===== src/dbm_pkg.sv =====
// Package for the dual byte match timer core.
// Holds register indices, field positions, reset values and AHB transfer and response codes.
package dbm_pkg;

	localparam int          DBM_AW = 16;
	// Register indices; byte address is four times the index
	localparam logic [15:0] DBM_IDX_CONTROL     = 16'hFE18;
	localparam logic [15:0] DBM_IDX_PRESCALE    = 16'hFE19;
	localparam logic [15:0] DBM_IDX_LOW_COUNT   = 16'hFE1A;
	localparam logic [15:0] DBM_IDX_HIGH_COUNT  = 16'hFE1B;
	localparam logic [15:0] DBM_IDX_LOW_MATCH   = 16'hFE1C;
	localparam logic [15:0] DBM_IDX_HIGH_MATCH  = 16'hFE1D;

	localparam logic [7:0]  DBM_RST_CONTROL     = 8'h00;
	localparam logic [7:0]  DBM_RST_PRESCALE    = 8'h00;
	localparam logic [7:0]  DBM_RST_COUNT       = 8'h00;
	localparam logic [7:0]  DBM_RST_MATCH       = 8'h00;

	// Control register fields
	localparam int          DBM_B_HIGH_RUN      = 7;
	localparam int          DBM_B_LOW_RUN       = 6;
	localparam int          DBM_B_LENGTH_SEL    = 5;
	localparam int          DBM_B_OUT_MODE      = 4;
	localparam int          DBM_B_HIGH_FLAG     = 3;
	localparam int          DBM_B_HIGH_IRQ_EN   = 2;
	localparam int          DBM_B_LOW_FLAG      = 1;
	localparam int          DBM_B_LOW_IRQ_EN    = 0;

	// Prescale register fields: four-bit groups, top bit turns dividing on
	localparam int          DBM_PRE_HIGH_LSB    = 4;
	localparam int          DBM_PRE_LOW_LSB     = 0;
	localparam int          DBM_PRE_ON_BIT      = 3;

	localparam logic [1:0]  DBM_HTRANS_NONSEQ   = 2'h2;
	localparam logic        DBM_RESP_OKAY       = 1'h0;

endpackage


===== src/dbm_prescaler.sv =====
// Programmable power-of-two prescaler for one byte of the timer.
// Assumes hclk domain; step is a same-clock enable, load a same-clock pulse.
`timescale 1ns/1ps
`default_nettype none
module dbm_prescaler
	import dbm_pkg::*;
(
	input  wire logic       hclk,
	input  wire logic       hresetn,
	input  wire logic       run,
	input  wire logic       step,
	input  wire logic       load,
	input  wire logic [3:0] code,
	output logic            tick
);
	import dbm_pkg::*;

	logic [3:0] code_q;
	logic [3:0] code_d;
	logic [7:0] cnt_q;
	logic [7:0] cnt_d;
	logic [7:0] last_w;

	// Divide-by minus one: 0 for prescale 1, else 2^(c[2:0]+1)-1
	function automatic logic [7:0] div_last(input logic [3:0] c);
		logic [8:0] full;
		// Widened sum so code 7 shifts by 8 instead of wrapping to 0
		full = 9'h001 << ({1'b0, c[2:0]} + 4'h1);
		div_last = c[DBM_PRE_ON_BIT] ? 8'(full - 9'h001) : 8'h00;
	endfunction

	assign last_w = div_last(code_q);
	assign tick   = run & step & (cnt_q == last_w);
	// New code only at buffer reload; held while running to avoid a torn period
	assign code_d = (!run || load) ? code : code_q;
	assign cnt_d  = !run ? 8'h00 : (step ? (tick ? 8'h00 : 8'(cnt_q + 8'h01)) : cnt_q);

	always_ff @(posedge hclk or negedge hresetn) begin
		if (!hresetn) begin
			code_q <= 4'h0;
			cnt_q  <= 8'h00;
		end else begin
			code_q <= code_d;
			cnt_q  <= cnt_d;
		end
	end

endmodule
`default_nettype wire


===== src/dbm_timer_core.sv =====
// Dual byte match timer core with AHB-Lite register slave.
// Assumes one hclk domain at 100 MHz and a single-slave AHB-Lite bus.
//
// Summary of operation
// - Interrupt request when high irq enable and high zero flag both set.
// - Low zero flag sets when running low counter reaches zero.
// - Interrupt request when low irq enable and low zero flag both set.
// - Flags never self-clear; software writes zero to clear them.
// - Prescale rewrite while running applies at that byte's buffer reload.
// - High prescale from bits 7..4: off gives 1, else 2 to 256.
// - Low prescale from bits 3..0: off gives 1, else 2 to 256.
// - Low counter counts up on low prescaler ticks; read only.
// - High counter counts up on high prescaler ticks; read only.
// - Low match event when low buffer equals low count.
// - High match event when high buffer equals high count.
// - Low buffer follows data when stopped, reloads at zero when running.
// - High buffer follows data when stopped, reloads at zero when running.
// - Run bit low holds counter at zero; high lets it count.
// - Length select chains high byte to low interval; both matches remain.
// - Low clears on match in modes 0,2; high in modes 0,2,3.
// - High zero flag sets when running high counter reaches zero.
`timescale 1ns/1ps
`default_nettype none
module dbm_timer_core
	import dbm_pkg::*;
(
	input  wire logic        hclk,
	input  wire logic        hresetn,
	input  wire logic        hsel,
	input  wire logic [31:0] haddr,
	input  wire logic [1:0]  htrans,
	input  wire logic        hwrite,
	input  wire logic [2:0]  hsize,
	input  wire logic [31:0] hwdata,
	input  wire logic        hready,
	output logic [31:0]      hrdata,
	output logic             hreadyout,
	output logic             hresp,
	output logic             irq_req,
	output logic             low_match_pulse,
	output logic             high_match_pulse
);
	import dbm_pkg::*;

	logic [7:0]  ctrl_q;
	logic [7:0]  ctrl_d;
	logic [7:0]  pre_q;
	logic [7:0]  lmd_q;
	logic [7:0]  hmd_q;
	logic [7:0]  lcnt_q;
	logic [7:0]  lcnt_d;
	logic [7:0]  hcnt_q;
	logic [7:0]  hcnt_d;
	logic [7:0]  lbuf_q;
	logic [7:0]  hbuf_q;
	logic [7:0]  lbuf_d;
	logic [7:0]  hbuf_d;
	logic        wr_pend_q;
	logic [15:0] wr_idx_q;
	logic [31:0] rdata_q;
	logic        lmatch_q;
	logic        hmatch_q;

	// Bus decode
	wire         bus_take  = hsel & hready & (htrans == DBM_HTRANS_NONSEQ);
	wire [15:0]  addr_idx  = haddr[17:2];
	wire         wr_ctrl   = wr_pend_q & (wr_idx_q == DBM_IDX_CONTROL);
	wire         wr_pre    = wr_pend_q & (wr_idx_q == DBM_IDX_PRESCALE);
	wire         wr_lmd    = wr_pend_q & (wr_idx_q == DBM_IDX_LOW_MATCH);
	wire         wr_hmd    = wr_pend_q & (wr_idx_q == DBM_IDX_HIGH_MATCH);
	wire [7:0]   wbyte     = hwdata[7:0];

	// Control fields
	wire         high_run_ctrl      = ctrl_q[DBM_B_HIGH_RUN];
	wire         low_run_ctrl       = ctrl_q[DBM_B_LOW_RUN];
	wire         length_select      = ctrl_q[DBM_B_LENGTH_SEL];
	wire         output_mode_select = ctrl_q[DBM_B_OUT_MODE];
	wire         high_zero_flag     = ctrl_q[DBM_B_HIGH_FLAG];
	wire         high_irq_enable    = ctrl_q[DBM_B_HIGH_IRQ_EN];
	wire         low_zero_flag      = ctrl_q[DBM_B_LOW_FLAG];
	wire         low_irq_enable     = ctrl_q[DBM_B_LOW_IRQ_EN];

	// Match compare on the buffers, not the data registers
	wire         low_match  = (lbuf_q == lcnt_q);
	wire         high_match = (hbuf_q == hcnt_q);

	// Mode = {length_select, output_mode_select}; low clears in modes 0,2, high in all but mode 1
	wire         low_clr_on_match  = ~output_mode_select;
	wire         high_clr_on_match = length_select | ~output_mode_select;

	wire         low_tick;
	wire         high_tick;
	wire [7:0]   lcnt_inc = 8'(lcnt_q + 8'h01);
	wire [7:0]   hcnt_inc = 8'(hcnt_q + 8'h01);
	wire         low_wrap  = low_tick & ((low_match & low_clr_on_match) | (lcnt_inc == 8'h00));
	wire         high_wrap = high_tick & ((high_match & high_clr_on_match) | (hcnt_inc == 8'h00));

	// Chained mode steps the high prescaler once per low interval
	wire         high_step = length_select ? low_wrap : 1'b1;

	dbm_prescaler u_low_pre (
		.hclk    (hclk),
		.hresetn (hresetn),
		.run     (low_run_ctrl),
		.step    (1'b1),
		.load    (low_wrap),
		.code    (pre_q[DBM_PRE_LOW_LSB +: 4]),
		.tick    (low_tick)
	);

	dbm_prescaler u_high_pre (
		.hclk    (hclk),
		.hresetn (hresetn),
		.run     (high_run_ctrl),
		.step    (high_step),
		.load    (high_wrap),
		.code    (pre_q[DBM_PRE_HIGH_LSB +: 4]),
		.tick    (high_tick)
	);

	// Counters: zero while stopped, step on tick, clear at wrap
	assign lcnt_d = !low_run_ctrl ? 8'h00 : (low_wrap ? 8'h00 : (low_tick ? lcnt_inc : lcnt_q));
	assign hcnt_d = !high_run_ctrl ? 8'h00 : (high_wrap ? 8'h00 : (high_tick ? hcnt_inc : hcnt_q));

	// Buffers track data when stopped; reload only as the count reaches zero
	assign lbuf_d = (!low_run_ctrl || low_wrap) ? lmd_q : lbuf_q;
	assign hbuf_d = (!high_run_ctrl || high_wrap) ? hmd_q : hbuf_q;

	// Flags: hardware set beats a software clear in the same cycle
	always_comb begin
		ctrl_d = ctrl_q;
		if (wr_ctrl) begin
			ctrl_d = wbyte;
			ctrl_d[DBM_B_HIGH_FLAG] = high_zero_flag & wbyte[DBM_B_HIGH_FLAG];
			ctrl_d[DBM_B_LOW_FLAG]  = low_zero_flag & wbyte[DBM_B_LOW_FLAG];
		end
		if (high_run_ctrl && high_wrap) begin
			ctrl_d[DBM_B_HIGH_FLAG] = 1'b1;
		end
		if (low_run_ctrl && low_wrap) begin
			ctrl_d[DBM_B_LOW_FLAG] = 1'b1;
		end
	end

	// Read mux; count registers have no write path at all
	function automatic logic [7:0] rd_mux(input logic [15:0] idx, input logic [7:0] c,
		input logic [7:0] p, input logic [7:0] l, input logic [7:0] h,
		input logic [7:0] lm, input logic [7:0] hm);
		case (idx)
			DBM_IDX_CONTROL:    rd_mux = c;
			DBM_IDX_PRESCALE:   rd_mux = p;
			DBM_IDX_LOW_COUNT:  rd_mux = l;
			DBM_IDX_HIGH_COUNT: rd_mux = h;
			DBM_IDX_LOW_MATCH:  rd_mux = lm;
			DBM_IDX_HIGH_MATCH: rd_mux = hm;
			default:            rd_mux = 8'h00;
		endcase
	endfunction

	wire [7:0] rd_byte = rd_mux(addr_idx, ctrl_q, pre_q, lcnt_q, hcnt_q, lmd_q, hmd_q);

	always_ff @(posedge hclk or negedge hresetn) begin
		if (!hresetn) begin
			wr_pend_q <= 1'b0;
			wr_idx_q  <= 16'h0000;
			rdata_q   <= 32'h0000_0000;
		end else begin
			wr_pend_q <= bus_take & hwrite;
			if (bus_take) begin
				wr_idx_q <= addr_idx;
			end
			// Sampled at address phase: a count read sees the value one cycle early
			if (bus_take && !hwrite) begin
				rdata_q <= {24'h00_0000, rd_byte};
			end
		end
	end

	always_ff @(posedge hclk or negedge hresetn) begin
		if (!hresetn) begin
			ctrl_q <= DBM_RST_CONTROL;
			pre_q  <= DBM_RST_PRESCALE;
			lmd_q  <= DBM_RST_MATCH;
			hmd_q  <= DBM_RST_MATCH;
		end else begin
			ctrl_q <= ctrl_d;
			if (wr_pre) begin
				pre_q <= wbyte;
			end
			if (wr_lmd) begin
				lmd_q <= wbyte;
			end
			if (wr_hmd) begin
				hmd_q <= wbyte;
			end
		end
	end

	always_ff @(posedge hclk or negedge hresetn) begin
		if (!hresetn) begin
			lcnt_q   <= DBM_RST_COUNT;
			hcnt_q   <= DBM_RST_COUNT;
			lbuf_q   <= DBM_RST_MATCH;
			hbuf_q   <= DBM_RST_MATCH;
			lmatch_q <= 1'b0;
			hmatch_q <= 1'b0;
		end else begin
			lcnt_q   <= lcnt_d;
			hcnt_q   <= hcnt_d;
			lbuf_q   <= lbuf_d;
			hbuf_q   <= hbuf_d;
			lmatch_q <= low_tick & low_match;
			hmatch_q <= high_tick & high_match;
		end
	end

	assign hrdata           = rdata_q;
	assign hreadyout        = 1'b1;
	assign hresp            = DBM_RESP_OKAY;
	assign low_match_pulse  = lmatch_q;
	assign high_match_pulse = hmatch_q;
	// One level request for the shared vector
	assign irq_req = (high_irq_enable & high_zero_flag)
		| (low_irq_enable & low_zero_flag);

endmodule
`default_nettype wire


===== config.mk =====
export PLATFORM = sky130hd
export DESIGN_NAME = dbm_timer_core
export DESIGN_NICKNAME = d
export VERILOG_FILES = /design/src/dbm_pkg.sv /design/src/dbm_prescaler.sv /design/src/dbm_timer_core.sv
export SDC_FILE = /design/constraint.sdc
export NUM_CORES = 1
export LEC_CHECK = 0
export ABC_AREA = 1
export BUFFER_PORTS_ARGS = -buffer_cell sky130_fd_sc_hd__buf_4
export CORE_MARGIN = 2
export CORE_UTILIZATION = 53
export CTS_BUF_LIST = sky130_fd_sc_hd__clkbuf_4 sky130_fd_sc_hd__clkbuf_8
export CTS_CLUSTER_SIZE = 24
export DETAILED_ROUTE_END_ITERATION = 6
export PLACE_DENSITY = 0.76
export SYNTH_ARGS = -nofsm -noshare
export SYNTH_HDL_FRONTEND = slang
export SYNTH_SLANG_ARGS = --single-unit

===== constraint.sdc =====
create_clock -name hclk -period 4.4 [get_ports hclk]
set_clock_uncertainty 0.05 [all_clocks]
set_input_delay 0.44 -clock hclk [delete_from_list [all_inputs] [get_ports hclk]]
set_output_delay 0.44 -clock hclk [all_outputs]
set_load 0.02 [all_outputs]

==> summary.md, run 1 <==
| Metric | Value |
|---|---|
| Outcome | finished clean |
| Critical path destination | u_high_pre.code_q[1] |
| Ranking of synthesized cells by area | dfrtp_1 43%, nand2_1 13%, inv_1 6.3% |
| Post-synthesis register bit count | 115 |
| Synthesis-to-layout area growth | 12.2% |
| Unrepaired setup endpoints after global routing | false |
| Maximum level of the CTS H-tree | 4 |
| Cell area reported after detailed placement | 7040 um2 |
| Pin count of the biggest net entering global routing | 52 |
| Ports placed on the boundary | 111 |
| Number of unique standard cell types used by synthesis | 39 |
| Vias/cell | 5.25 |
| Number of antenna violations at the first check in global routing | 1 |
| Number of global-route vias before repair | 5,399 |
| Worst setup EP type | flop |
| Sink Count | 115 |
| Final number of max-transition violations | 0 |
| Proportion of synthesized area in mux cells | 1.32% |
| Family with the most delay on the worst path | simple AND/OR/NAND/NOR gates |
| Post-CTS Setup Bufs | 0 |
| Worst-margin pin slew | 1.11 ns |
| Final Wtd Congestion | 0.896 |
| Leading post-synthesis cells by instance count | 233 x nand2_1, 115 x dfrtp_1, 113 x inv_1 |
| Number of enable flip-flop cells after synthesis | 0 |
| Area fraction of the dominant cell type after synthesis | 42.8% |
| Number of placed cells counting well taps | 1,076 |
| Number of design-rule violations left by the first detailed-router iteration | 429 |
| X dimension of the die | 117 um |
| Delay of the slowest critical-path stage | 0.48 ns |
| Antenna Nets Post-Route | 0 |
| Worst skew pair latency | 0.46 ns |
| Sequential element share of the synthesized area | 42.8% |
| Root Buffer | clkbuf_8 |
| Total number of yosys warnings | 0 |
| DRC Markers | 0 |
| Summed area of non-filler cells in the final layout | 7540 um2 |
| Sum of buffers and inverters on the critical path | 3 |
| Number of nets at the end of the flow | 1,006 |
| Final number of setup-violating endpoints | 0 |
| LEAKAGE | 4.04 nW |
| Final Hold Fails | 0 |
| Starting utilization of the core area | 53.7% |
| Synthesized cell area | 6720 um2 |
| Share of synthesized cell area in and, or, nand and nor gates | 31.0% |
| Slowest CP cell | dfrtp_1 |
| Share of layout cells above drive strength 1 | 12.4% |
| Total length of routed wires | 15,200 um |
| Mean Syn Cell Area | 7.57 um2 |
| Number of buffers inserted during clock tree synthesis | 17 |
| Leading area contributor after synthesis | dfrtp_1 |
| CTS max path bufs | 2 |
| Number of buffer cells added on primary ports | 41 |
| Kind of launch point of the worst setup path | flop |
| Main combinational cell family by area after synthesis | simple AND/OR/NAND/NOR gates |
| Core area | 12,500 um2 |
| Ant. Diodes | 0 |
| Fraction of synthesized cell area in xor and xnor cells | 3.26% |
| Die height | 117 um |
| Origin of the critical flop-to-flop path | u_high_pre.code_q[0] |
| Number of buffers added to fix hold violations after cts | 1 |
| Post-detailed-route wirelength per cell | 13.7 um |
| Post-Synthesis Cells | 887 |
| Clock transition at the registers of the reported paths | 0.07 ns |
| Cell type with the highest occurrence count on the critical path | nand2_1 |
| Compound-Gate Fraction of Synth Area | 8.44% |
| Non-filler cells in the finished layout | 1,109 |
| Crit path from | u_high_pre.code_q[0] |
| Reg2Reg Setup Slack | 1.39 ns |
| Number of detailed-routing iterations run before antenna repair | 5 |
| Final Cycle Share | 68.3% |
| Data required time at the worst endpoint | 4.74 ns |
| Class of the most critical hold timing path | in -> reg |
| Total power per unit cell area | 353 nW/um2 |
| Max-Cap Viols | 0 |
| F_max | 333 MHz |
| Fin crit period | 3.01 ns |
| Post-route total power | 2.66 mW |
| Crit-path cells | nand2_1, inv_1, ha_1, nand3_1, ha_1, inv_1, nand3_1, nand2_1, nor2_1, nand3_1, nor2_1, nand3_1, inv_1, nand2_1, nor2_1, nand3_4, nand2_4, nand2_1, nand2_1 |
| Fraction of registers with async set or reset after synthesis | 100% |
| Worst vdd ir | 0.262 mV |
| Overflow after GRT | 0 |
| Total Neg Setup Slack | 0 ns |
| Detailed-route via count | 5,819 |
| Max-slew headroom at the worst pin | 25.2% |
| Adder-cell share of the synthesized area | 1.49% |
| Resized Gates After CTS | 0 |
| Wire length of the first global-routing pass | 25,500 um |
| Worst R2R End | u_high_pre.code_q[1] |
| Crit path arrival time | 3.34 ns |
| Logic depth of the worst setup path including buffers | 19 |
| Die Footprint | 13,600 um2 |
| # fillers | 1,164 |
| Placement row count | 41 |
| Total global-route track usage | 24.1% |
| CTS tree | yes |
| Worst Path Class, Setup | reg -> reg |
| Critical path fanouts, max | 14 |
| Top-count cell post-synth | nand2_1 |
| Worst reg2reg path depth | 19 |
| HPWL after detailed placement | 10,800 um |
| Top FF cell, synth | dfrtp_1 |
==> cells in the final DEF (no fill, tap or decap), drive strengths merged <==
master / instances
a21oi: 21
a22o: 1
and3: 2
buf: 46
bufinv: 6
clkbuf: 19
clkinv: 5
clkinvlp: 1
conb: 27
dfrtp: 115
dlygate4sd3: 1
ha: 8
inv: 119
mux2: 7
mux2i: 1
nand2: 244
nand3: 77
nand4: 49
nor2: 60
nor3: 13
nor4: 7
nor4b: 1
o211ai: 3
o21ai: 64
o21bai: 1
o22ai: 8
o31ai: 5
or2: 1
xnor2: 8
xor2: 17
==> through the flow <==
stage | hold slack (ns) | setup WS [ns] | utilization [%]
4_1_cts | 0.154 | 1.40 | 60.2
3_3_place_gp | 0.416 | 1.42 | 56.2
2_1_floorplan | 0.0944 | 1.79 | -
6_report | 0.160 | 1.39 | 60.2
3_5_place_dp | 0.419 | 1.42 | 56.2
5_1_grt | 0.165 | 1.12 | 60.2
==> worst min-delay path, delay by kind of cell <==
kind | cells | cell delay [ns]
compound gates | 1 | 0.05
buf+inv | 2 | 0.14
==> layout make-up <==
cell class                 instances  area (um2)  share of cell area, %
timing repair buffer              47         355                   4.71
multi-input combinational        625        3160                   41.9
clock buffer                      19         262                   3.47
clock inverter                    13         229                   3.04
tap                              172         215                   2.85
sequential                       115        2880                   38.2
inverter                         118         443                   5.87
==> per-layer routing <==
layer	part of all wire [%]	track usage [%]	up-vias
met5	0.059	0	-
met4	2.0	7.61	2
met3	6.0	6.75	29
met2	46	39.1	149
met1	46	31.7	2721
li1	-	-	2918
==> kinds of logic after synthesis <==
group	after synthesis
compound gates	103
simple gates	454
xor+xnor	25
fa+ha+maj	8
mux	8
buf+inv	172
other cells	2
flops	115
==> flip-flops by register name, summed over array words and instances (netlist names), 8 cells and up <==
signal            flops
u_low_pre.cnt_q       8
u_high_pre.cnt_q      8
hcnt_q                8
pre_q                 8
wr_idx_q             16
lmd_q                 8
hrdata                8
hbuf_q                8
ctrl_q                8
hmd_q                 8
lbuf_q                8
lcnt_q                8
==> worst min path at each step <==
stage / from / endpoint / slack [ns] / cells after the start
floorplan: hresetn / ctrl_q[0] / 0.09 / 0
global placement: hmd_q[3] / hbuf_q[3] / 0.42 / 2
detailed placement: hmd_q[3] / hbuf_q[3] / 0.42 / 2
CTS: hwdata[3] / hmd_q[3] / 0.15 / 3
global route: hwdata[2] / hmd_q[2] / 0.17 / 3
finish: hwdata[3] / hmd_q[3] / 0.16 / 3
==> where the power goes <==
group | total (mW) | switching [mW] | internal (mW) | leakage (nW)
combinational | 0.298 | 0.193 | 0.105 | 2.37
sequential | 1.15 | 0.0468 | 1.11 | 1.42
clock | 1.21 | 0.447 | 0.761 | 0.246
total | 2.66 | 0.688 | 1.97 | 4.04
No activity file was read; power rests on OpenSTA's default activity.
==> run 2, diff against run 1 <==
ABC_AREA = 0   (was 1)
PLACE_DENSITY = 0.79   (was 0.76)
clock period = 2.5 ns   (was 4.4 ns; I/O delays follow)
==> run 2 against run 1 <==
Net effect: the flow now finishes with violations (setup timing); worst setup slack lost 2.2 ns; synthesized cell count fell by 26%; clock power grew 64%; die area grew 0.25%; critical path type unchanged.
==> summary.md, run 2 <==
| Metric | Value |
|---|---|
| Post-Synthesis Cells | 655 (-26%) |
| Total met2 wirelength after detailed routing | 11,400 um (+63%) |
| Placement row count | 41 (unchanged) |
| DP Worst Slack | -1.11 ns (-2.52 ns) |
| Number of detailed-routing iterations run before antenna repair | 5 (unchanged) |
| # fillers | 750 (-36%) |
| Number of antenna violations at the first check in global routing | 0 (-1) |
| Most frequent cells in the layout | 152 x buf_4, 114 x dfrtp_1, 44 x mux2_2 |
| Ant. Diodes | 0 (unchanged) |
| Worst vdd ir | 0.479 mV (+83%) |
| Worst R2R End | hbuf_q[7] |
| Final number of max-transition violations | 0 (unchanged) |
| Class of the most critical hold timing path | in -> reg |
| Wire length of the first global-routing pass | 32,700 um (+28%) |
| DR WL met3 | 1990 um (+120%) |
| Top layer in use | met4 |
| DRC Markers | 0 (unchanged) |
| Ports placed on the boundary | 111 (unchanged) |
| Antenna Nets Post-Route | 0 (unchanged) |
| Final Wtd Congestion | 0.916 (+2.3%) |
| Mean Syn Cell Area | 10.3 um2 (+36%) |
| Largest Register | wr_idx_q |
| Crit path arrival time | 3.56 ns (+0.22 ns) |
| Worst Hold Endpoint | wr_idx_q[5] |
| Worst Path Class, Setup | reg -> reg |
| Unrepaired setup endpoints after global routing | true |
| HPWL after detailed placement | 12,800 um (+18%) |
| Post-detailed-route wirelength per cell | 22.8 um (+66%) |
| Hold Path Origin | haddr[7] |
| Post-synthesis register bit count | 115 (unchanged) |
| Core area | 12,500 um2 (unchanged) |
| Vias/cell | 6.38 (+22%) |
| Worst reg2reg path depth | 14 (-5) |
| Detailed-route via count | 6,437 (+11%) |
| Worst setup EP type | flop |
| Data required time at the worst endpoint | 2.78 ns (-1.96 ns) |
| Synthesis-to-layout area growth | 39.5% |
| Fraction of registers with async set or reset after synthesis | 100% (unchanged) |
| Post-route total power | 4.36 mW (+64%) |
| Sink Count | 115 (unchanged) |
| Total global-route track usage | 31.6% (+7.5 points) |
| Root Buffer | clkbuf_8 |
| Number of enable flip-flop cells after synthesis | 0 (unchanged) |
| Starting utilization of the core area | 53.8% (+0.14 points) |
| Summed area of non-filler cells in the final layout | 9400 um2 (+25%) |
| Reg2Reg Setup Slack | -0.78 ns (-2.17 ns) |
| Max-Cap Viols | 0 (unchanged) |
| Number of unique standard cell types used by synthesis | 77 (+97%) |
| Final Cycle Share | 131% (+63 points) |
| Most frequent standard cell in the layout excluding fill and tap cells | buf_4 |
| Max-slew headroom at the worst pin | 49.1% (+24 points) |
| Share of layout cells above drive strength 1 | 46.2% (+34 points) |
| Pin count of the biggest net entering global routing | 56 (+7.7%) |
| Total length of routed wires | 23,000 um (+51%) |
| Number of buffers inserted during clock tree synthesis | 17 (unchanged) |
| Number of buffer cells added on primary ports | 41 (unchanged) |
| Failing checks | setup timing |
| Number of design-rule violations left by the first detailed-router iteration | 815 (+90%) |
| Final Hold Fails | 0 (unchanged) |
| X dimension of the die | 117 um (+0.12%) |
| Fin worst setup slack | -0.778 ns (-2.17 ns) |
| Worst-margin pin slew | 0.764 ns (-0.350 ns) |
| Worst skew pair latency | 0.45 ns (about the same) |
| Outcome | complete, but fails checks |
| Top FF cell, synth | dfrtp_1 |
| Leading area contributor after synthesis | dfrtp_1 |
| Critical path fanouts, max | 6 (-8) |
| Origin of the critical flop-to-flop path | u_high_pre.code_q[1] |
| Leading post-synthesis cells by instance count | 115 x dfrtp_1, 57 x mux2_2, 43 x nand2_1 |
| Routed metal-1 wirelength | 8370 um (+20%) |
| Top-count cell post-synth | dfrtp_1 |
| Total number of yosys warnings | 0 (unchanged) |
| Fin crit period | 3.28 ns (+0.273 ns) |
| Flip-flop count of the largest register, all copies and words added | 16 (unchanged) |
| Die Footprint | 13,600 um2 (+0.25%) |
| Number of global-route vias before repair | 6,287 (+16%) |
| Cell area reported after detailed placement | 7910 um2 (+12%) |
| Clock transition at the registers of the reported paths | 0.08 ns (about the same) |
| CTS max path bufs | 2 (unchanged) |
| Hold Path Cell Cnt | 2 (-1) |
| Kind of launch point of the worst setup path | flop |
| Synthesized cell area | 6740 um2 (+0.26%) |
| Final number of setup-violating endpoints | 60 (+60) |
| Number of nets at the end of the flow | 906 (-9.9%) |
| LEAKAGE | 4.25 nW (+5.2%) |
| Die height | 117 um (+0.12%) |
| CTS tree | yes |
| Area fraction of the dominant cell type after synthesis | 42.7% (-0.11 points) |
| Total power per unit cell area | 464 nW/um2 (+31%) |
| Overflow after GRT | 0 (unchanged) |
| F_max | 305 MHz (-8.3%) |
| Sequential element share of the synthesized area | 42.7% (-0.11 points) |
| Ranking of synthesized cells by area | dfrtp_1 43%, mux2_2 9.5%, buf_4 3.6% |
| Maximum level of the CTS H-tree | 4 (unchanged) |
run 2: logic make-up after synthesis:
kind of cell	share of synthesized area [%]
compound gates	14.6
xor+xnor	4.29
fa+ha+maj	1.49
buf+inv	6.76
flops	42.7
mux	13.7
other cells	0.111
simple gates	16.3
run 2: what timing repair did:
item / 4_1_cts / 5_1_grt
setup buffers: 23 / 19
pin swaps: 50 / 40
hold buffers: 4 / 1
resized for setup: 117 / 61
gates cloned: 2 / 1
hold endpoints to repair: 56 / 1
endpoints found under the setup margin: 60 / 68
run 2: how the worst max path moves through the flow:
stage | start | to | depth (start not counted) | slack, ns
6_report | u_high_pre.code_q[1] | hbuf_q[7] | 14 | -0.78
5_1_grt | u_high_pre.code_q[1] | hbuf_q[7] | 14 | -0.89
4_1_cts | u_high_pre.code_q[1] | hbuf_q[2] | 13 | -0.66
3_5_place_dp | u_high_pre.code_q[1] | hbuf_q[2] | 12 | -1.11
3_3_place_gp | u_high_pre.code_q[1] | hbuf_q[2] | 12 | -0.93
2_1_floorplan | u_high_pre.code_q[1] | hbuf_q[0] | 15 | -0.83
run 2: worst max-delay path, cell delays in order (launching register included):
cell and delay (ns):
dfrtp_2 0.45, nand2_4 0.09, inv_4 0.04, ha_4 0.25
nand2_4 0.06, ha_4 0.17, o21ai_2 0.09, a211oi_2 0.31
mux2i_2 0.16, a2111oi_4 0.42, o2111ai_4 0.19, o31ai_4 0.31
buf_6 0.15, buf_8 0.12, mux2_4 0.30
run 2: routing by layer:
metal | up-vias | global-route usage (%)
met5 | - | 0
met4 | 0 | 13.7
met3 | 138 | 6.28
met2 | 485 | 53.1
li1 | 2698 | -
met1 | 3116 | 39.9
run 2: cell type report:
class	count	area (um2)	share of cell area, %
clock inverter	9	153	1.62
timing repair buffer	192	1640	17.4
tap	172	215	2.29
multi-input combinational	485	4170	44.4
sequential	115	2880	30.6
clock buffer	23	292	3.10
inverter	13	51.3	0.546
run 2: power by group:
part,switching [mW],internal [mW],total [mW]
registers,0.0657,1.95,2.02
logic,0.208,0.156,0.364
clock network,0.796,1.18,1.98
run 2: through the flow:
stage	setup TNS, ns	hold WS (ns)	std cells	util [%]
2_1_floorplan	-18.12	-0.0956	680	-
3_3_place_gp	-34.35	0.290	939	63.2
5_1_grt	-35.45	0.00230	1009	75.1
6_report	-30.71	0.00853	1009	75.1
3_5_place_dp	-39.73	0.298	939	63.2
4_1_cts	-27.32	0.000618	997	72.7
